===== src/sfc_map.svh =====
// register offsets, field positions, reset values and timing counts of the special-function block
`ifndef SFC_MAP_SVH
`define SFC_MAP_SVH

// ----------------------------------------------------------------------------
// parameter word addresses
// ----------------------------------------------------------------------------
`define SFC_ADDR_ONE            16'h0282
`define SFC_ADDR_TWO            16'h0284
`define SFC_ADDR_SETTLE         16'h0286

// ----------------------------------------------------------------------------
// reset values and the settle-time maximum
// ----------------------------------------------------------------------------
`define SFC_RESET_ONE           16'h0000
`define SFC_RESET_TWO           16'h0000
`define SFC_RESET_SETTLE        16'h000F
`define SFC_SETTLE_MAX          16'h07D0

// ----------------------------------------------------------------------------
// writable field masks (reserved bits are not stored and read as zero)
// ----------------------------------------------------------------------------
`define SFC_MASK_ONE            16'hBF43
`define SFC_MASK_TWO            16'h0034

// ----------------------------------------------------------------------------
// first word fields
// ----------------------------------------------------------------------------
`define SFC_ONE_SPEED_EDGE      0
`define SFC_ONE_TORQUE_EDGE     1
`define SFC_ONE_PULSE_CHK_OFF   6
`define SFC_ONE_WIRE_ERR_ON     8
`define SFC_ONE_WIRE_CUT_ON     9
`define SFC_ONE_CLAMP_RAMP      10
`define SFC_ONE_LIMIT_INHIBIT   11
`define SFC_ONE_PHASE_CHK_OFF   12
`define SFC_ONE_ENC_CHK_OFF     13
`define SFC_ONE_FRIC_ZERO       15

// ----------------------------------------------------------------------------
// second word fields
// ----------------------------------------------------------------------------
`define SFC_TWO_UV_AUTO_CLR     2
`define SFC_TWO_AUX_B_OFF       4
`define SFC_TWO_FB_REPORT       5

// ----------------------------------------------------------------------------
// synchronised pin positions
// ----------------------------------------------------------------------------
`define SFC_PIN_SPD_A           0
`define SFC_PIN_SPD_B           1
`define SFC_PIN_TRQ_A           2
`define SFC_PIN_TRQ_B           3
`define SFC_PIN_ZERO_SPEED_HOLD_INPUT          4
`define SFC_PIN_NEG_LIM         5
`define SFC_PIN_POS_LIM         6
`define SFC_PIN_COUNT           7

// ----------------------------------------------------------------------------
// timing
// ----------------------------------------------------------------------------
`define SFC_CLK_MHZ             250
`define SFC_SETTLE_UNIT_US      100000
`define SFC_SETTLE_UNIT_CYCLES  (`SFC_SETTLE_UNIT_US * `SFC_CLK_MHZ)
`define SFC_RAMP_STEP           16'h0010

`endif


===== src/sfc_pkg.sv =====
// types shared by the special-function configuration block
`default_nettype none

package sfc_pkg;

  // inertia settle sequencer, gray coded along idle -> adjust -> stable
  typedef enum logic [1:0] {
    SFC_TUNE_IDLE   = 2'b00,
    SFC_TUNE_ADJUST = 2'b01,
    SFC_TUNE_STABLE = 2'b11
  } sfc_tune_state_type;

  typedef logic [15:0] sfc_word_type;

endpackage : sfc_pkg

`default_nettype wire


===== src/sfc_pin_if.sv =====
// carrier for synchronised pin levels and their rising edges
`default_nettype none

interface sfc_pin_if;
  logic [6:0] level;
  logic [6:0] rise;

  modport source (output level, output rise);
  modport sink   (input level, input rise);
endinterface : sfc_pin_if

`default_nettype wire


===== src/sfc_pin_sync.sv =====
// three-stage synchroniser and rising-edge detector for the discrete inputs
`include "sfc_map.svh"
`default_nettype none

module sfc_pin_sync
  import sfc_pkg::*;
(
  input  wire logic       clk_sys,
  input  wire logic       reset,
  input  wire logic [6:0] pins,
  sfc_pin_if.source       pin_bus
);

  logic [6:0] stage_a;
  logic [6:0] stage_b;
  logic [6:0] stage_c;
  logic [6:0] level;
  logic [6:0] level_prev;

  // ----------------------------------------------------------------------------
  // per pin: three flops, accept a change once stages two and three agree
  // ----------------------------------------------------------------------------
  for (genvar i = 0; i < `SFC_PIN_COUNT; i++) begin : g_pin
    always_ff @(posedge clk_sys) begin
      if (reset) begin
        stage_a[i]    <= 1'b0;
        stage_b[i]    <= 1'b0;
        stage_c[i]    <= 1'b0;
        level[i]      <= 1'b0;
        level_prev[i] <= 1'b0;
      end else begin
        stage_a[i]    <= pins[i];
        stage_b[i]    <= stage_a[i];
        stage_c[i]    <= stage_b[i];
        if (stage_b[i] == stage_c[i]) begin
          level[i] <= stage_c[i];
        end
        level_prev[i] <= level[i];
      end
    end

    // one-cycle flag when the last sample was low and this one is high
    assign pin_bus.rise[i] = level[i] & ~level_prev[i];
  end

  assign pin_bus.level = level;

endmodule : sfc_pin_sync

`default_nettype wire


===== src/sfc_top.sv =====
// special-function parameter words, select triggering, fault gating, zero clamp and inertia settle
`include "sfc_map.svh"
`default_nettype none

// Operation
// - speed select: level, or rising edge when set
// - torque select: level, or rising edge when set
// - abnormal pulse check in pulse mode unless disabled
// - miswiring check only when enabled
// - broken-wire check only when enabled
// - clamp needs speed mode, input, low command
// - analog, ramp off: lock position, no profile
// - internal, ramp off: lock, keep profile
// - analog, ramp on: ramp to zero
// - internal, ramp on: force zero immediately
// - inhibit off: accept all position pulses
// - inhibit on, pulse mode: block pulses toward active limit
// - inhibit on, pulse mode, both limits active: block both directions
// - phase loss alarm unless disabled
// - encoder output alarm unless disabled
// - low speed: friction holds or zeroes
// - undervoltage auto-clear or stays latched
// - auxiliary fault suppressed when bit set
// - closed-loop feedback fault reported in full closed loop when bit set
// - inertia stable after settle time adjusting
module sfc_top
  import sfc_pkg::*;
#(
  parameter int unsigned SETTLE_UNIT_CYCLES = `SFC_SETTLE_UNIT_CYCLES
)
(
  input  wire logic        clk_sys,
  input  wire logic        reset,
  // parameter access port
  input  wire logic        par_wr,
  input  wire logic        par_rd,
  input  wire logic [15:0] par_addr,
  input  wire logic [15:0] par_wdata,
  output logic      [15:0] par_rdata,
  output logic             par_ack,
  // discrete inputs (asynchronous pins)
  input  wire logic        speed_select_bit_a,
  input  wire logic        speed_select_bit_b,
  input  wire logic        torque_select_bit_a,
  input  wire logic        torque_select_bit_b,
  input  wire logic        zero_speed_hold_input,
  input  wire logic        negative_travel_limit,
  input  wire logic        positive_travel_limit,
  // drive state from logic on the same clock
  input  wire logic        speed_mode,
  input  wire logic        external_pulse_position_mode,
  input  wire logic        full_closed_loop,
  input  wire logic        cmd_is_internal,
  input  wire logic [15:0] speed_cmd_in,
  input  wire logic [15:0] zero_speed_threshold,
  input  wire logic [15:0] friction_comp_in,
  input  wire logic        pulse_in_valid,
  input  wire logic        pulse_in_negative,
  // raw detector outputs
  input  wire logic        abnormal_pulse_raw,
  input  wire logic        wiring_error_raw,
  input  wire logic        wiring_cut_raw,
  input  wire logic        phase_loss_raw,
  input  wire logic        encoder_output_raw,
  input  wire logic        undervoltage_raw,
  input  wire logic        aux_fault_b_raw,
  input  wire logic        feedback_fault_raw,
  input  wire logic        fault_clear,
  // tuning
  input  wire logic        semi_auto_tuning,
  input  wire logic        tuning_adjusting,
  // results
  output logic      [1:0]  speed_sel_code,
  output logic             speed_sel_load,
  output logic      [1:0]  torque_sel_code,
  output logic             torque_sel_load,
  output logic             zero_clamp_active,
  output logic             position_lock,
  output logic             profile_bypass,
  output logic      [15:0] speed_cmd_out,
  output logic      [15:0] friction_comp_out,
  output logic             pulse_out_valid,
  output logic             pulse_out_negative,
  output logic             abnormal_pulse_fault,
  output logic             wiring_error_fault,
  output logic             wiring_cut_fault,
  output logic             supply_phase_loss_alarm,
  output logic             encoder_output_alarm,
  output logic             undervoltage_fault,
  output logic             auxiliary_fault_b,
  output logic             closed_loop_feedback_fault,
  output logic             inertia_stable
);

  // ----------------------------------------------------------------------------
  // pin synchronisation
  // ----------------------------------------------------------------------------
  sfc_pin_if pin_bus ();

  wire logic [6:0] pin_vec = {positive_travel_limit, negative_travel_limit, zero_speed_hold_input,
                              torque_select_bit_b, torque_select_bit_a,
                              speed_select_bit_b, speed_select_bit_a};

  sfc_pin_sync u_pin_sync (
    .clk_sys (clk_sys),
    .reset   (reset),
    .pins    (pin_vec),
    .pin_bus (pin_bus.source)
  );

  // ----------------------------------------------------------------------------
  // parameter words
  // ----------------------------------------------------------------------------
  sfc_word_type special_function_one_cfg;
  sfc_word_type special_function_two_cfg;
  sfc_word_type inertia_settle_time;

  // address decode
  wire logic hit_one    = (par_addr == `SFC_ADDR_ONE);
  wire logic hit_two    = (par_addr == `SFC_ADDR_TWO);
  wire logic hit_settle = (par_addr == `SFC_ADDR_SETTLE);

  // reserved bits are dropped on write so they always read back as zero
  wire sfc_word_type next_one    = par_wdata & `SFC_MASK_ONE;
  wire sfc_word_type next_two    = par_wdata & `SFC_MASK_TWO;
  wire sfc_word_type next_settle = (par_wdata > `SFC_SETTLE_MAX) ? `SFC_SETTLE_MAX : par_wdata;

  wire sfc_word_type read_mux = hit_one    ? special_function_one_cfg :
                                hit_two    ? special_function_two_cfg :
                                hit_settle ? inertia_settle_time : 16'h0000;

  // word writes
  always_ff @(posedge clk_sys) begin
    if (reset) begin
      special_function_one_cfg <= `SFC_RESET_ONE;
      special_function_two_cfg <= `SFC_RESET_TWO;
      inertia_settle_time      <= `SFC_RESET_SETTLE;
    end else if (par_wr) begin
      if (hit_one)    special_function_one_cfg <= next_one;
      if (hit_two)    special_function_two_cfg <= next_two;
      if (hit_settle) inertia_settle_time      <= next_settle;
    end
  end

  // one-cycle acknowledge for any access; unmapped reads return zero
  always_ff @(posedge clk_sys) begin
    if (reset) begin
      par_ack   <= 1'b0;
      par_rdata <= 16'h0000;
    end else begin
      par_ack   <= par_wr | par_rd;
      par_rdata <= par_rd ? read_mux : 16'h0000;
    end
  end

  // ----------------------------------------------------------------------------
  // field decode
  // ----------------------------------------------------------------------------
  wire logic speed_edge    = special_function_one_cfg[`SFC_ONE_SPEED_EDGE];
  wire logic torque_edge   = special_function_one_cfg[`SFC_ONE_TORQUE_EDGE];
  wire logic pulse_chk_off = special_function_one_cfg[`SFC_ONE_PULSE_CHK_OFF];
  wire logic wire_err_on   = special_function_one_cfg[`SFC_ONE_WIRE_ERR_ON];
  wire logic wire_cut_on   = special_function_one_cfg[`SFC_ONE_WIRE_CUT_ON];
  wire logic clamp_ramp    = special_function_one_cfg[`SFC_ONE_CLAMP_RAMP];
  wire logic limit_inhibit = special_function_one_cfg[`SFC_ONE_LIMIT_INHIBIT];
  wire logic phase_chk_off = special_function_one_cfg[`SFC_ONE_PHASE_CHK_OFF];
  wire logic enc_chk_off   = special_function_one_cfg[`SFC_ONE_ENC_CHK_OFF];
  wire logic fric_zero     = special_function_one_cfg[`SFC_ONE_FRIC_ZERO];
  wire logic uv_auto_clr   = special_function_two_cfg[`SFC_TWO_UV_AUTO_CLR];
  wire logic aux_b_off     = special_function_two_cfg[`SFC_TWO_AUX_B_OFF];
  wire logic fb_report     = special_function_two_cfg[`SFC_TWO_FB_REPORT];

  // ----------------------------------------------------------------------------
  // select inputs: follow the level, or load only on a rising edge of either bit
  // ----------------------------------------------------------------------------
  wire logic [1:0] speed_level  = {pin_bus.level[`SFC_PIN_SPD_B], pin_bus.level[`SFC_PIN_SPD_A]};
  wire logic [1:0] torque_level = {pin_bus.level[`SFC_PIN_TRQ_B], pin_bus.level[`SFC_PIN_TRQ_A]};
  wire logic speed_rise  = pin_bus.rise[`SFC_PIN_SPD_A] | pin_bus.rise[`SFC_PIN_SPD_B];
  wire logic torque_rise = pin_bus.rise[`SFC_PIN_TRQ_A] | pin_bus.rise[`SFC_PIN_TRQ_B];
  wire logic speed_take  = speed_edge ? speed_rise : 1'b1;
  wire logic torque_take = torque_edge ? torque_rise : 1'b1;

  always_ff @(posedge clk_sys) begin
    if (reset) begin
      speed_sel_code  <= 2'h0;
      speed_sel_load  <= 1'b0;
      torque_sel_code <= 2'h0;
      torque_sel_load <= 1'b0;
    end else begin
      speed_sel_load  <= speed_take;
      torque_sel_load <= torque_take;
      if (speed_take)  speed_sel_code  <= speed_level;
      if (torque_take) torque_sel_code <= torque_level;
    end
  end

  // ----------------------------------------------------------------------------
  // zero clamp and speed command shaping
  // ----------------------------------------------------------------------------
  wire logic [15:0] speed_mag  = speed_cmd_in[15] ? (16'h0000 - speed_cmd_in) : speed_cmd_in;
  wire logic        below_zero = (speed_mag < zero_speed_threshold);
  wire logic        clamp_cond = speed_mode & pin_bus.level[`SFC_PIN_ZERO_SPEED_HOLD_INPUT] & below_zero;

  // position lock applies only with ramping off; analog source drops its profile
  wire logic next_lock   = clamp_cond & ~clamp_ramp;
  wire logic next_bypass = clamp_cond & ~clamp_ramp & ~cmd_is_internal;

  // one step of the ramp toward zero, never crossing it
  wire logic [15:0] out_mag   = speed_cmd_out[15] ? (16'h0000 - speed_cmd_out) : speed_cmd_out;
  wire logic        ramp_last = (out_mag <= `SFC_RAMP_STEP);
  wire logic [15:0] ramp_down = speed_cmd_out[15] ? (speed_cmd_out + `SFC_RAMP_STEP)
                                                  : (speed_cmd_out - `SFC_RAMP_STEP);
  wire logic [15:0] ramp_val  = ramp_last ? 16'h0000 : ramp_down;

  // clamp with ramping on: internal source jumps to zero, analog ramps down
  wire logic [15:0] next_speed = (clamp_cond & clamp_ramp & cmd_is_internal)  ? 16'h0000 :
                                 (clamp_cond & clamp_ramp & ~cmd_is_internal) ? ramp_val :
                                 speed_cmd_in;

  always_ff @(posedge clk_sys) begin
    if (reset) begin
      zero_clamp_active <= 1'b0;
      position_lock     <= 1'b0;
      profile_bypass    <= 1'b0;
      speed_cmd_out     <= 16'h0000;
    end else begin
      zero_clamp_active <= clamp_cond;
      position_lock     <= next_lock;
      profile_bypass    <= next_bypass;
      speed_cmd_out     <= next_speed;
    end
  end

  // ----------------------------------------------------------------------------
  // friction compensation below zero speed: hold or zero
  // ----------------------------------------------------------------------------
  wire logic [15:0] next_fric = ~below_zero ? friction_comp_in :
                                fric_zero   ? 16'h0000 : friction_comp_out;

  always_ff @(posedge clk_sys) begin
    if (reset) begin
      friction_comp_out <= 16'h0000;
    end else begin
      friction_comp_out <= next_fric;
    end
  end

  // ----------------------------------------------------------------------------
  // position pulse inhibit by travel limits
  // ----------------------------------------------------------------------------
  wire logic neg_lim     = pin_bus.level[`SFC_PIN_NEG_LIM];
  wire logic pos_lim     = pin_bus.level[`SFC_PIN_POS_LIM];
  // a pulse is blocked toward an active limit; both active blocks both ways
  wire logic pulse_block = limit_inhibit & external_pulse_position_mode &
                           ((pulse_in_negative & neg_lim) | (~pulse_in_negative & pos_lim));
  wire logic next_pulse  = pulse_in_valid & ~pulse_block;

  always_ff @(posedge clk_sys) begin
    if (reset) begin
      pulse_out_valid    <= 1'b0;
      pulse_out_negative <= 1'b0;
    end else begin
      pulse_out_valid    <= next_pulse;
      pulse_out_negative <= pulse_in_negative;
    end
  end

  // ----------------------------------------------------------------------------
  // detector gating
  // ----------------------------------------------------------------------------
  wire logic next_abn   = external_pulse_position_mode & ~pulse_chk_off & abnormal_pulse_raw;
  wire logic next_werr  = wire_err_on & wiring_error_raw;
  wire logic next_wcut  = wire_cut_on & wiring_cut_raw;
  wire logic next_phase = ~phase_chk_off & phase_loss_raw;
  wire logic next_enc   = ~enc_chk_off & encoder_output_raw;
  wire logic next_auxb  = ~aux_b_off & aux_fault_b_raw;
  wire logic next_fb    = full_closed_loop & fb_report & feedback_fault_raw;

  // undervoltage latch: a new event beats any clear in the same cycle
  wire logic uv_clear = fault_clear | uv_auto_clr;
  wire logic next_uv  = undervoltage_raw | (undervoltage_fault & ~uv_clear);

  always_ff @(posedge clk_sys) begin
    if (reset) begin
      abnormal_pulse_fault       <= 1'b0;
      wiring_error_fault         <= 1'b0;
      wiring_cut_fault           <= 1'b0;
      supply_phase_loss_alarm    <= 1'b0;
      encoder_output_alarm       <= 1'b0;
      auxiliary_fault_b          <= 1'b0;
      closed_loop_feedback_fault <= 1'b0;
      undervoltage_fault         <= 1'b0;
    end else begin
      abnormal_pulse_fault       <= next_abn;
      wiring_error_fault         <= next_werr;
      wiring_cut_fault           <= next_wcut;
      supply_phase_loss_alarm    <= next_phase;
      encoder_output_alarm       <= next_enc;
      auxiliary_fault_b          <= next_auxb;
      closed_loop_feedback_fault <= next_fb;
      undervoltage_fault         <= next_uv;
    end
  end

  // ----------------------------------------------------------------------------
  // inertia settle timer: units of one tenth, restarted if adjusting stops
  // ----------------------------------------------------------------------------
  sfc_tune_state_type tune_state;
  sfc_tune_state_type next_tune_state;
  logic [31:0]        unit_cnt;
  logic [15:0]        tenth_cnt;

  wire logic running   = semi_auto_tuning & tuning_adjusting;
  wire logic unit_tick = (unit_cnt >= (SETTLE_UNIT_CYCLES - 32'd1));
  wire logic settled   = (tenth_cnt >= inertia_settle_time);

  // next state of the settle sequencer
  always_comb begin
    next_tune_state = tune_state;
    case (tune_state)
      SFC_TUNE_IDLE: begin
        if (running) next_tune_state = SFC_TUNE_ADJUST;
      end
      SFC_TUNE_ADJUST: begin
        if (!running)     next_tune_state = SFC_TUNE_IDLE;
        else if (settled) next_tune_state = SFC_TUNE_STABLE;
      end
      SFC_TUNE_STABLE: begin
        if (!semi_auto_tuning) next_tune_state = SFC_TUNE_IDLE;
      end
      default: next_tune_state = SFC_TUNE_IDLE;
    endcase
  end

  always_ff @(posedge clk_sys) begin
    if (reset) begin
      tune_state     <= SFC_TUNE_IDLE;
      unit_cnt       <= 32'h0000_0000;
      tenth_cnt      <= 16'h0000;
      inertia_stable <= 1'b0;
    end else begin
      tune_state     <= next_tune_state;
      inertia_stable <= (next_tune_state == SFC_TUNE_STABLE);
      if (tune_state != SFC_TUNE_ADJUST || !running) begin
        unit_cnt  <= 32'h0000_0000;
        tenth_cnt <= 16'h0000;
      end else if (unit_tick) begin
        unit_cnt  <= 32'h0000_0000;
        tenth_cnt <= tenth_cnt + 16'h0001;
      end else begin
        unit_cnt  <= unit_cnt + 32'h0000_0001;
      end
    end
  end

endmodule : sfc_top

`default_nettype wire

===== config.mk =====
export PLATFORM = sky130hd
export DESIGN_NAME = sfc_top
export DESIGN_NICKNAME = d
export VERILOG_FILES = /design/src/sfc_pkg.sv /design/src/sfc_pin_if.sv /design/src/sfc_pin_sync.sv /design/src/sfc_top.sv
export VERILOG_INCLUDE_DIRS = /design/src /design/src/src
export SDC_FILE = /design/constraint.sdc
export NUM_CORES = 1
export LEC_CHECK = 0
export BUFFER_PORTS_ARGS = -buffer_cell sky130_fd_sc_hd__clkbuf_2
export CAP_MARGIN = 20
export CORE_UTILIZATION = 35
export CTS_CLUSTER_SIZE = 40
export DETAILED_ROUTE_END_ITERATION = 16
export PLACE_DENSITY = 0.58
export SLEW_MARGIN = 15
export SYNTH_ARGS = -nofsm -noshare
export SYNTH_HDL_FRONTEND = slang
export SYNTH_HIERARCHICAL = 1
export SYNTH_SLANG_ARGS = --single-unit

===== constraint.sdc =====
create_clock -name clk_sys -period 6 [get_ports clk_sys]
set_input_delay 0.6 -clock clk_sys [delete_from_list [all_inputs] [get_ports clk_sys]]
set_output_delay 0.6 -clock clk_sys [all_outputs]
set_load 0.02 [all_outputs]

==> out/metrics.yaml, run 1 <==
pwr:
  power_leakage_nw: 4.23
  irDropWorstVdd_uv: 180
  cellPowerDensity_nw_per_um2: 265
cts:
  cts_buffers: 17
  cts_root_buf: "clkbuf_16"
  cts_setup_buffers: 0
  clock_path_buffers: 2
  cts_resized: 0
  path_clk_slew_ns: 0.07
  clock_latency_ns: 0.43
  cts_num_sinks: 180
  hold_buffers: 0
  cts_tree: "yes"
  cts_max_level: 4
final_layout:
  drive_above_1_share_pct: 23.2
  fin_util_pct: 43.9
  antenna_cells: 0
  nNetsFinal: 1210
  fill_cells: 2299
  area_growth_pct: 22.3
synthesis:
  avgSynthCellArea_um2: 9.32
  syn-cell-area_um2: 8200
  syn_inst: 880
  yosys_warnings: 6
global_route:
  grt_pass1_vias: 6305
  overflow: 0
  grt_max_degree: 71
  grt_pass1_wl_um: 31800
  grt_use_total_pct: 16.5
  grt_antenna_before_repair: 0
timing:
  finalMaxSlewViolations: 0
  timing.fmax_mhz: 280
  finalCriticalPeriod_ns: 3.57
  setup_viol: 0
  period_share_pct: 59.4
  relSlewSlack_pct: 35.6
  tightestPinTransition_ns: 0.962
  setup_tns_ns: 0
  rsz0062_at_grt: "false"
  fin_skew_ns: 0.0100
  hold_violations: 0
placed_design:
  hpwlAfterDp_um: 14300
  io_buffer_count: 176
  gp_congestion: 0.841
die:
  start_util_pct: 35.9
  die_w_um: 155
  core_um2: 22800
  die_h_um: 155
  rows: 55
  ios: 177
  fp.dieArea_um2: 24100
drt:
  wl_per_cell_um: 14.1
  drtIter0Drc: 356
  drc: 0
  vias: 6676
  drt-pass1-iter-count: 5
  wl_um: 19500
  detail_route.vias_per_cell: 4.83
  drt.antenna.violating_nets: 0
critical_path:
  critPathLaunchType: "input pin"
  crit_required_ns: 6.36
  worstPathMaxFanout: 36
  cpMaxStageDelayCell: "a311o_2"
  path_cells: "clkbuf_2, inv_1, ha_1, nand2_1, or2_2, o21ai_0, nand2_1, xor2_1, ha_1, o21ai_0, o21ai_1, a211oi_1, o21ai_2, buf_4, a311o_2, o2bb2ai_2"
  r2r-start: "speed_cmd_out[15]$_SDFF_PP0_"
  end_kind: "flip-flop"
  worst_path_largest_cell_delay_ns: 0.52
  r2r-end: "speed_cmd_out[13]$_SDFF_PP0_"
  rr_worst_depth: 8
  worstSetupPathType: "input pin to flip-flop"
  crit_path_start: "speed_cmd_in[1]"
  cp.arrival_ns: 3.93
  reg2reg_slack_ns: 3.38
hold_path:
  holdPathStages: 2
  hp-class: "input pin to flip-flop"
  whs_endpoint: "profile_bypass$_SDFF_PP0_"
  hold_start: "cmd_is_internal"
flow_run:
  maxCapViolations: 0
outcome:
  status: "finished, final reports clean"
==> cells in the final DEF (no fill, tap or decap), types with 21 or more instances in the layout <==
cell        n
nor3_1     31
xnor2_1    36
nor2b_1    33
mux2i_1    23
inv_1      46
o21ai_0    25
nand3_1    21
nor2_1     92
ha_1       44
clkbuf_2  175
nand2_1    66
a21oi_1    43
dfxtp_1   180
==> worst max-delay path by stage <==
stage	to	depth (start not counted)
final	speed_cmd_out[1]$_SDFFE_PP0P_	16
after global placement	speed_cmd_out[13]$_SDFF_PP0_	16
after global routing	speed_cmd_out[8]$_SDFF_PP0_	16
after detailed placement	speed_cmd_out[1]$_SDFFE_PP0P_	16
after floorplan	speed_cmd_out[4]$_SDFF_PP0_	16
after CTS	speed_cmd_out[6]$_SDFF_PP0_	16
==> critical path: cells and delay by family <==
family          cells  cell delay (ns)
simple gates        3             0.47
buf+inv             3             0.44
fa+ha+maj           2             0.41
xor+xnor            1             0.17
compound gates      7             1.82
==> cell type report <==
class                           count  area [um2]  share of cell area (%)
Tap cell                          313         392                    3.90
Inverter                           46         173                    1.72
Timing Repair Buffer              179         906                    9.03
Multi-Input combinational cell    633        4320                    43.0
Sequential cell                   180        3600                    35.9
Clock inverter                     15         216                    2.16
Clock buffer                       17         425                    4.24
==> state kept, by name, summed over array words and instances, names as in the netlist, 3 cells and up <==
signal / cells
unit_cnt: 32
special_function_one_cfg: 10
inertia_settle_time: 16
u_pin_sync/stage_b: 7
u_pin_sync/level_prev: 4
u_pin_sync/pin_bus.level: 7
u_pin_sync/stage_a: 7
speed_cmd_out: 16
friction_comp_out: 16
special_function_two_cfg: 3
tenth_cnt: 16
u_pin_sync/stage_c: 7
par_rdata: 16
==> layer usage <==
| layer | vias to the layer above | track usage (%) | routed length (um) |
|---|---|---|---|
| met5 | - | 0 | 0 |
| met4 | 0 | 5.33 | 283 |
| met3 | 18 | 3.93 | 999 |
| met2 | 137 | 26.7 | 9030 |
| met1 | 3070 | 21.6 | 9140 |
| li1 | 3451 | - | - |
==> power breakdown <==
part / total, mW / internal [mW] / leakage [nW] / switching, mW
clock: 1.16 / 0.583 / 0.306 / 0.579
combinational: 0.264 / 0.116 / 2.45 / 0.148
sequential: 1.24 / 1.22 / 1.47 / 0.0183
total: 2.66 / 1.92 / 4.23 / 0.745
==> per-stage QoR <==
| step | instances | hold slack (ns) | setup slack, ns | area, um2 | power, mW |
|---|---|---|---|---|---|
| 3_3_place_gp | 1351 | 0.416 | 2.15 | 9390 | 1.53 |
| 2_1_floorplan | 886 | 0.414 | 2.47 | 8230 | 1.43 |
| 6_report | 1383 | 0.346 | 2.43 | 10000 | 2.66 |
| 5_1_grt | 1383 | 0.339 | 2.05 | 10000 | 2.78 |
| 4_1_cts | 1383 | 0.337 | 2.46 | 10000 | 2.70 |
| 3_5_place_dp | 1351 | 0.424 | 2.02 | 9390 | 1.53 |
No activity file was read; power rests on OpenSTA's default activity.
==> inputs of run 2 (changes only) <==
- clock period: 6 -> 3.4 ns (I/O delays scaled with it)
==> run 2 against run 1 <==
Sequential share of layout area is 0.46 points lower. Non-clock buffer count is 14 higher. Combinational power grew 84%. Critical path depth did not move. Total power increased by 79%.
==> out/metrics.yaml, run 2 (synthesized netlist as in run 1, its figures left out) <==
drt:
  wl_um: 19600  # +0.58%
  vias: 6783  # +1.6%
  detail_route.vias_per_cell: 4.86  # +0.58%
  drt-pass1-iter-count: 5  # unchanged
  wl_per_cell_um: 14.0  # -0.43%
  drtIter0Drc: 323  # -9.3%
  drc: 0  # unchanged
  drt.antenna.violating_nets: 0  # unchanged
die:
  ios: 177  # unchanged
  die_w_um: 155  # unchanged
  core_um2: 22800  # unchanged
  rows: 55  # unchanged
  die_h_um: 155  # unchanged
  fp.dieArea_um2: 24100  # unchanged
  start_util_pct: 35.9  # unchanged
flow_run:
  maxCapViolations: 0  # unchanged
global_route:
  grt_max_degree: 64  # -9.9%
  grt_pass1_vias: 6424  # +1.9%
  overflow: 0  # unchanged
  grt_antenna_before_repair: 0  # unchanged
  grt_use_total_pct: 16.5  # +0.037 points
  grt_pass1_wl_um: 31800  # about the same
placed_design:
  gp_congestion: 0.805  # -4.3%
  placed_area_um2: 9510  # +1.3%
  io_buffer_count: 176  # unchanged
  hpwlAfterDp_um: 14700  # +2.7%
pwr:
  pwr-share-clk_pct: 44.0  # +0.4 points
  comb_power_share_pct: 10.2  # +0.3 points
  irDropWorstVdd_uv: 382  # +110%
  cellPowerDensity_nw_per_um2: 469  # +77%
  p_int_mw: 3.42  # +78%
  power_leakage_nw: 4.30  # +1.8%
  totalPowerFinal_mw: 4.77  # +79%
  p_seq_share_pct: 45.8  # -0.7 points
  switchingPower_mw: 1.35  # +81%
  switching_share_pct: 28.3  # +0.34 points
timing:
  finalCriticalPeriod_ns: 3.13
  fin_skew_ns: 0.0120  # +0.00195 ns
  setup_viol: 0  # unchanged
  timing.fmax_mhz: 319
  tightestPinTransition_ns: 0.824  # -0.138 ns
  rsz0062_at_grt: "false"
  hold_violations: 0  # unchanged
  whs_ns: 0.0648  # -0.281 ns
  relSlewSlack_pct: 44.8  # +9.1 points
  period_share_pct: 92.2
  setup_tns_ns: 0  # unchanged
  finalMaxSlewViolations: 0  # unchanged
critical_path:
  worstPathMaxFanout: 15  # -58%
  crit_family: "compound AO/OA/AOI/OAI gates"
  path_cells: "clkbuf_2, inv_1, ha_1, nand2_1, or2_2, o21ai_0, nand2_1, xor2_1, ha_1, o21ai_0, o21ai_1, a211oi_1, o21ai_2, buf_12, or3b_2, a21oi_1"
  critPathLaunchType: "input pin"
  worstSetupPathType: "input pin to flip-flop"
  worst_path_largest_cell_delay_ns: 0.45  # -0.07 ns
  crit_required_ns: 3.76  # -2.60 ns
  cpMaxStageDelayCell: "or3b_2"
  end_kind: "flip-flop"
  cp_num_buf_inv: 3  # unchanged
  cp.arrival_ns: 3.50  # -0.43 ns
final_layout:
  nNetsFinal: 1224  # +1.2%
  area_growth_pct: 23.9
  fin_area_um2: 10200  # +1.3%
  largest_reg_flops: 32  # unchanged
  final_common_cell: "dfxtp_1"
  regMostFlops: "unit_cnt"
  antenna_cells: 0  # unchanged
  layout_common_cells: "dfxtp_1, clkbuf_2, nor2_1, nand2_1, inv_1"
  drive_above_1_share_pct: 24.2  # +0.99 points
  fin_util_pct: 44.5  # +0.56 points
  fill_cells: 2303  # +0.17%
cts:
  clock_path_buffers: 2  # unchanged
  cts_buffers: 17  # unchanged
  cts_tree: "yes"
  clock_latency_ns: 0.44  # about the same
  path_clk_slew_ns: 0.08  # about the same
  hold_buffers: 0  # unchanged
  cts_max_level: 4  # unchanged
  cts_setup_buffers: 0  # unchanged
  cts_resized: 0  # unchanged
  cts_root_buf: "clkbuf_16"
  cts_num_sinks: 180  # unchanged
outcome:
  status: "finished, final reports clean"
hold_path:
  hp-class: "input pin to flip-flop"
## run 2: changes by cell type in the layout (fill, tap and decap cells not counted), sizes merged
cell    before  now
buf          4   18
clkinv       8    5
inv         53   56
## run 2: worst paths after layout
| check | from | end | slack [ns] | cells past startpoint |
|---|---|---|---|---|
| worst max-delay path | speed_cmd_in[1] | friction_comp_out[15]$_SDFFE_PP0P_ | 0.27 | 16 |
| worst min-delay path | cmd_is_internal | profile_bypass$_SDFF_PP0_ | 0.06 | 2 |
| worst max register to register | speed_cmd_out[15]$_SDFF_PP0_ | speed_cmd_out[13]$_SDFF_PP0_ | 0.85 | 8 |
| worst min register to register | u_pin_sync/stage_a[5]$_SDFF_PP0_ | u_pin_sync/stage_b[5]$_SDFF_PP0_ | 0.44 | 1 |
## run 2: layout make-up
cell class                 count  area [um2]  area share (%)
multi-input combinational    633        4320            42.5
timing repair buffer         193        1020            10.1
clock inverter                15         228            2.24
tap                          313         392            3.85
inverter                      46         173            1.70
clock buffer                  17         425            4.19
sequential                   180        3600            35.5
## run 2: worst reg2reg max path: stages (launching register included)
cell and delay [ns]:
dfxtp_1 0.52, inv_1 0.30, ha_1 0.48, nand3_1 0.11, o211ai_1 0.31, nor4_1 0.08
or3_1 0.37, xor2_1 0.19, o2bb2ai_1 0.07
## run 2: through the flow
| stage | instances | setup WS [ns] |
|---|---|---|
| 3_3_place_gp | 1365 | -0.00357 |
| 6_report | 1397 | 0.266 |
| 5_1_grt | 1397 | 0.0421 |
| 4_1_cts | 1397 | 0.266 |
| 2_1_floorplan | 886 | 0.126 |
| 3_5_place_dp | 1365 | -0.195 |
## run 2: layer usage
layer  GRT usage, %  vias up  wire, um
li1               -     3493         -
met1           21.2     3142      9210
met2           27.5      129      9250
met3           3.73       19       858
met4           5.23        0       251
met5              0        -         0
## run 2: power groups by stage
stage               logic [mW]  registers, mW  clock network (mW)
floorplan                0.261           2.26                   0
global placement         0.480           2.23                   0
detailed placement       0.486           2.23                   0
CTS                      0.490           2.18                2.15
global route             0.537           2.19                2.25
finish                   0.487           2.18                2.10
==> inputs of run 3 (changes only) <==
- PLACE_DENSITY: 0.58 -> 0.51
==> run 3 against run 2 <==
Sequential cell count unchanged. Cell area about the same. Routed wire length grew 3.6%. Total power fell by 1.1%. Core utilization about the same. Clock power down 2%. Critical path type unchanged. Largest power group unchanged.
==> out/metrics.yaml, run 3 (synthesized netlist as in run 1, its figures left out) <==
timing:
  relSlewSlack_pct: 44.6  # -0.15 points
  whs_ns: 0.0794  # +0.0146 ns
  hold_violations: 0  # unchanged
  finalMaxSlewViolations: 0  # unchanged
  tightestPinTransition_ns: 0.829  # +0.00461 ns
  period_share_pct: 87.6  # -4.6 points
  setup_viol: 0  # unchanged
  finalCriticalPeriod_ns: 2.98  # -0.155 ns
  fin_skew_ns: 0.00951  # -0.00248 ns
  timing.fmax_mhz: 336  # +5.2%
  rsz0062_at_grt: "false"
global_route:
  grt_max_degree: 59  # -7.8%
  grt_use_total_pct: 17.6  # +1.1 points
  overflow: 0  # unchanged
  grt_pass1_vias: 6502  # +1.2%
  grt_pass1_wl_um: 33300  # +4.7%
  grt_antenna_before_repair: 1  # +1
critical_path:
  cp.arrival_ns: 3.35  # -0.15 ns
  crit_required_ns: 3.77  # about the same
  end_kind: "flip-flop"
  worstSetupPathType: "input pin to flip-flop"
  critPathLaunchType: "input pin"
  r2r-start: "speed_cmd_out[15]$_SDFF_PP0_"
  rr_worst_depth: 8  # unchanged
  worstPathMaxFanout: 30  # +15
  reg2reg_slack_ns: 0.71  # -0.14 ns
  r2r-end: "speed_cmd_out[13]$_SDFF_PP0_"
die:
  fp.dieArea_um2: 24100  # unchanged
  ios: 177  # unchanged
  start_util_pct: 35.9  # unchanged
  die_w_um: 155  # unchanged
  core_um2: 22800  # unchanged
  die_h_um: 155  # unchanged
  rows: 55  # unchanged
final_layout:
  area_growth_pct: 23.8  # about the same
  largest_reg_flops: 32  # unchanged
  fin_util_pct: 44.5  # about the same
  final_common_cell: "dfxtp_1"
  regMostFlops: "unit_cnt"
  drive_above_1_share_pct: 24.2  # +0.070 points
  nNetsFinal: 1225  # +0.082%
  layout_common_cells: "dfxtp_1, clkbuf_2, nor2_1, nand2_1, inv_1"
  fill_cells: 2333  # +1.3%
  final_cells: 1399  # +0.14%
cts:
  hold_buffers: 0  # unchanged
  cts_tree: "yes"
  clock_path_buffers: 2  # unchanged
  cts_root_buf: "clkbuf_16"
  path_clk_slew_ns: 0.07  # about the same
  cts_setup_buffers: 0  # unchanged
  cts_resized: 0  # unchanged
  cts_max_level: 4  # unchanged
  cts_buffers: 17  # unchanged
  cts_num_sinks: 180  # unchanged
  clock_latency_ns: 0.44  # about the same
drt:
  detail_route.vias_per_cell: 4.80  # -1.2%
  drtIter0Drc: 258  # -20%
  wl_um: 20300  # +3.6%
  vias: 6714  # -1.0%
  drt-pass1-iter-count: 4  # -1
  drt.antenna.violating_nets: 0  # unchanged
  wl_per_cell_um: 14.5  # +3.4%
  drc: 0  # unchanged
flow_run:
  maxCapViolations: 0  # unchanged
pwr:
  totalPowerFinal_mw: 4.71  # -1.1%
  irDropWorstVdd_uv: 301  # -21%
  power_leakage_nw: 4.30  # about the same
  cellPowerDensity_nw_per_um2: 464  # -1.1%
placed_design:
  io_buffer_count: 176  # unchanged
  dp_cells: 1366  # +0.073%
  hpwlAfterDp_um: 15100  # +3.1%
  gp_congestion: 0.819  # +1.7%
hold_path:
  holdPathStages: 2  # unchanged
  whs_endpoint: "profile_bypass$_SDFF_PP0_"
  hold_start: "cmd_is_internal"
  hp-class: "input pin to flip-flop"
outcome:
  status: "finished, final reports clean"
## run 3: cell types whose count changed in the layout (fill, tap and decap cells not counted), sizes merged
cell,before,now
clkinv,5,7
diode,0,1
buf,18,19
inv,56,54
## run 3: power by group
part	internal (mW)	switching (mW)	leakage, nW
clock	1.03	1.02	0.305
combinational	0.216	0.265	2.53
sequential	2.15	0.0322	1.47
## run 3: worst max-delay path, cell delays in order
cell and delay [ns]:
clkbuf_2 0.11, inv_1 0.06, ha_1 0.14, nand2_1 0.06
or2_2 0.29, o21ai_0 0.22, nand2_1 0.09, xor2_1 0.16
ha_1 0.26, o21ai_0 0.24, o21ai_1 0.14, a211oi_1 0.28
o21ai_2 0.17, buf_12 0.19, or3b_2 0.46, a21oi_1 0.14
## run 3: stage by stage
stage	TNS, ns	cell area, um2	worst slack [ns]
global route	0	10200	0.185
global placement	0	9520	0.0546
detailed placement	-0.0628	9520	-0.0206
CTS	0	10200	0.444
finish	0	10200	0.422
floorplan	0	8230	0.126
## run 3: final cells by class
class	count	area, um2	share of cell area (%)
diodes	1	2.50	0.0246
clock buffers	17	425	4.19
clock inverters	15	211	2.08
inverters	46	173	1.70
multi-input cells	633	4320	42.5
flip-flops and latches	180	3600	35.5
well taps	313	392	3.86
repair buffers	194	1030	10.2
## run 3: worst max path at each step
stage / start / end / slack, ns
2_1_floorplan: speed_cmd_in[1] / speed_cmd_out[4]$_SDFF_PP0_ / 0.13
3_3_place_gp: speed_cmd_in[1] / friction_comp_out[3]$_SDFFE_PP0P_ / 0.05
3_5_place_dp: speed_cmd_in[0] / friction_comp_out[6]$_SDFFE_PP0P_ / -0.02
4_1_cts: speed_cmd_in[0] / friction_comp_out[3]$_SDFFE_PP0P_ / 0.44
5_1_grt: speed_cmd_in[0] / friction_comp_out[5]$_SDFFE_PP0P_ / 0.18
6_report: speed_cmd_in[0] / friction_comp_out[3]$_SDFFE_PP0P_ / 0.42
## run 3: layer usage
metal  part of all wire [%]  global-route usage, %  vias to the layer above
met1                     48                   23.4                     3081
met5                  0.054                      0                        -
met3                    4.9                   4.79                       16
met4                    1.4                   6.03                        2
met2                     45                   27.4                      125
li1                       -                      -                     3490
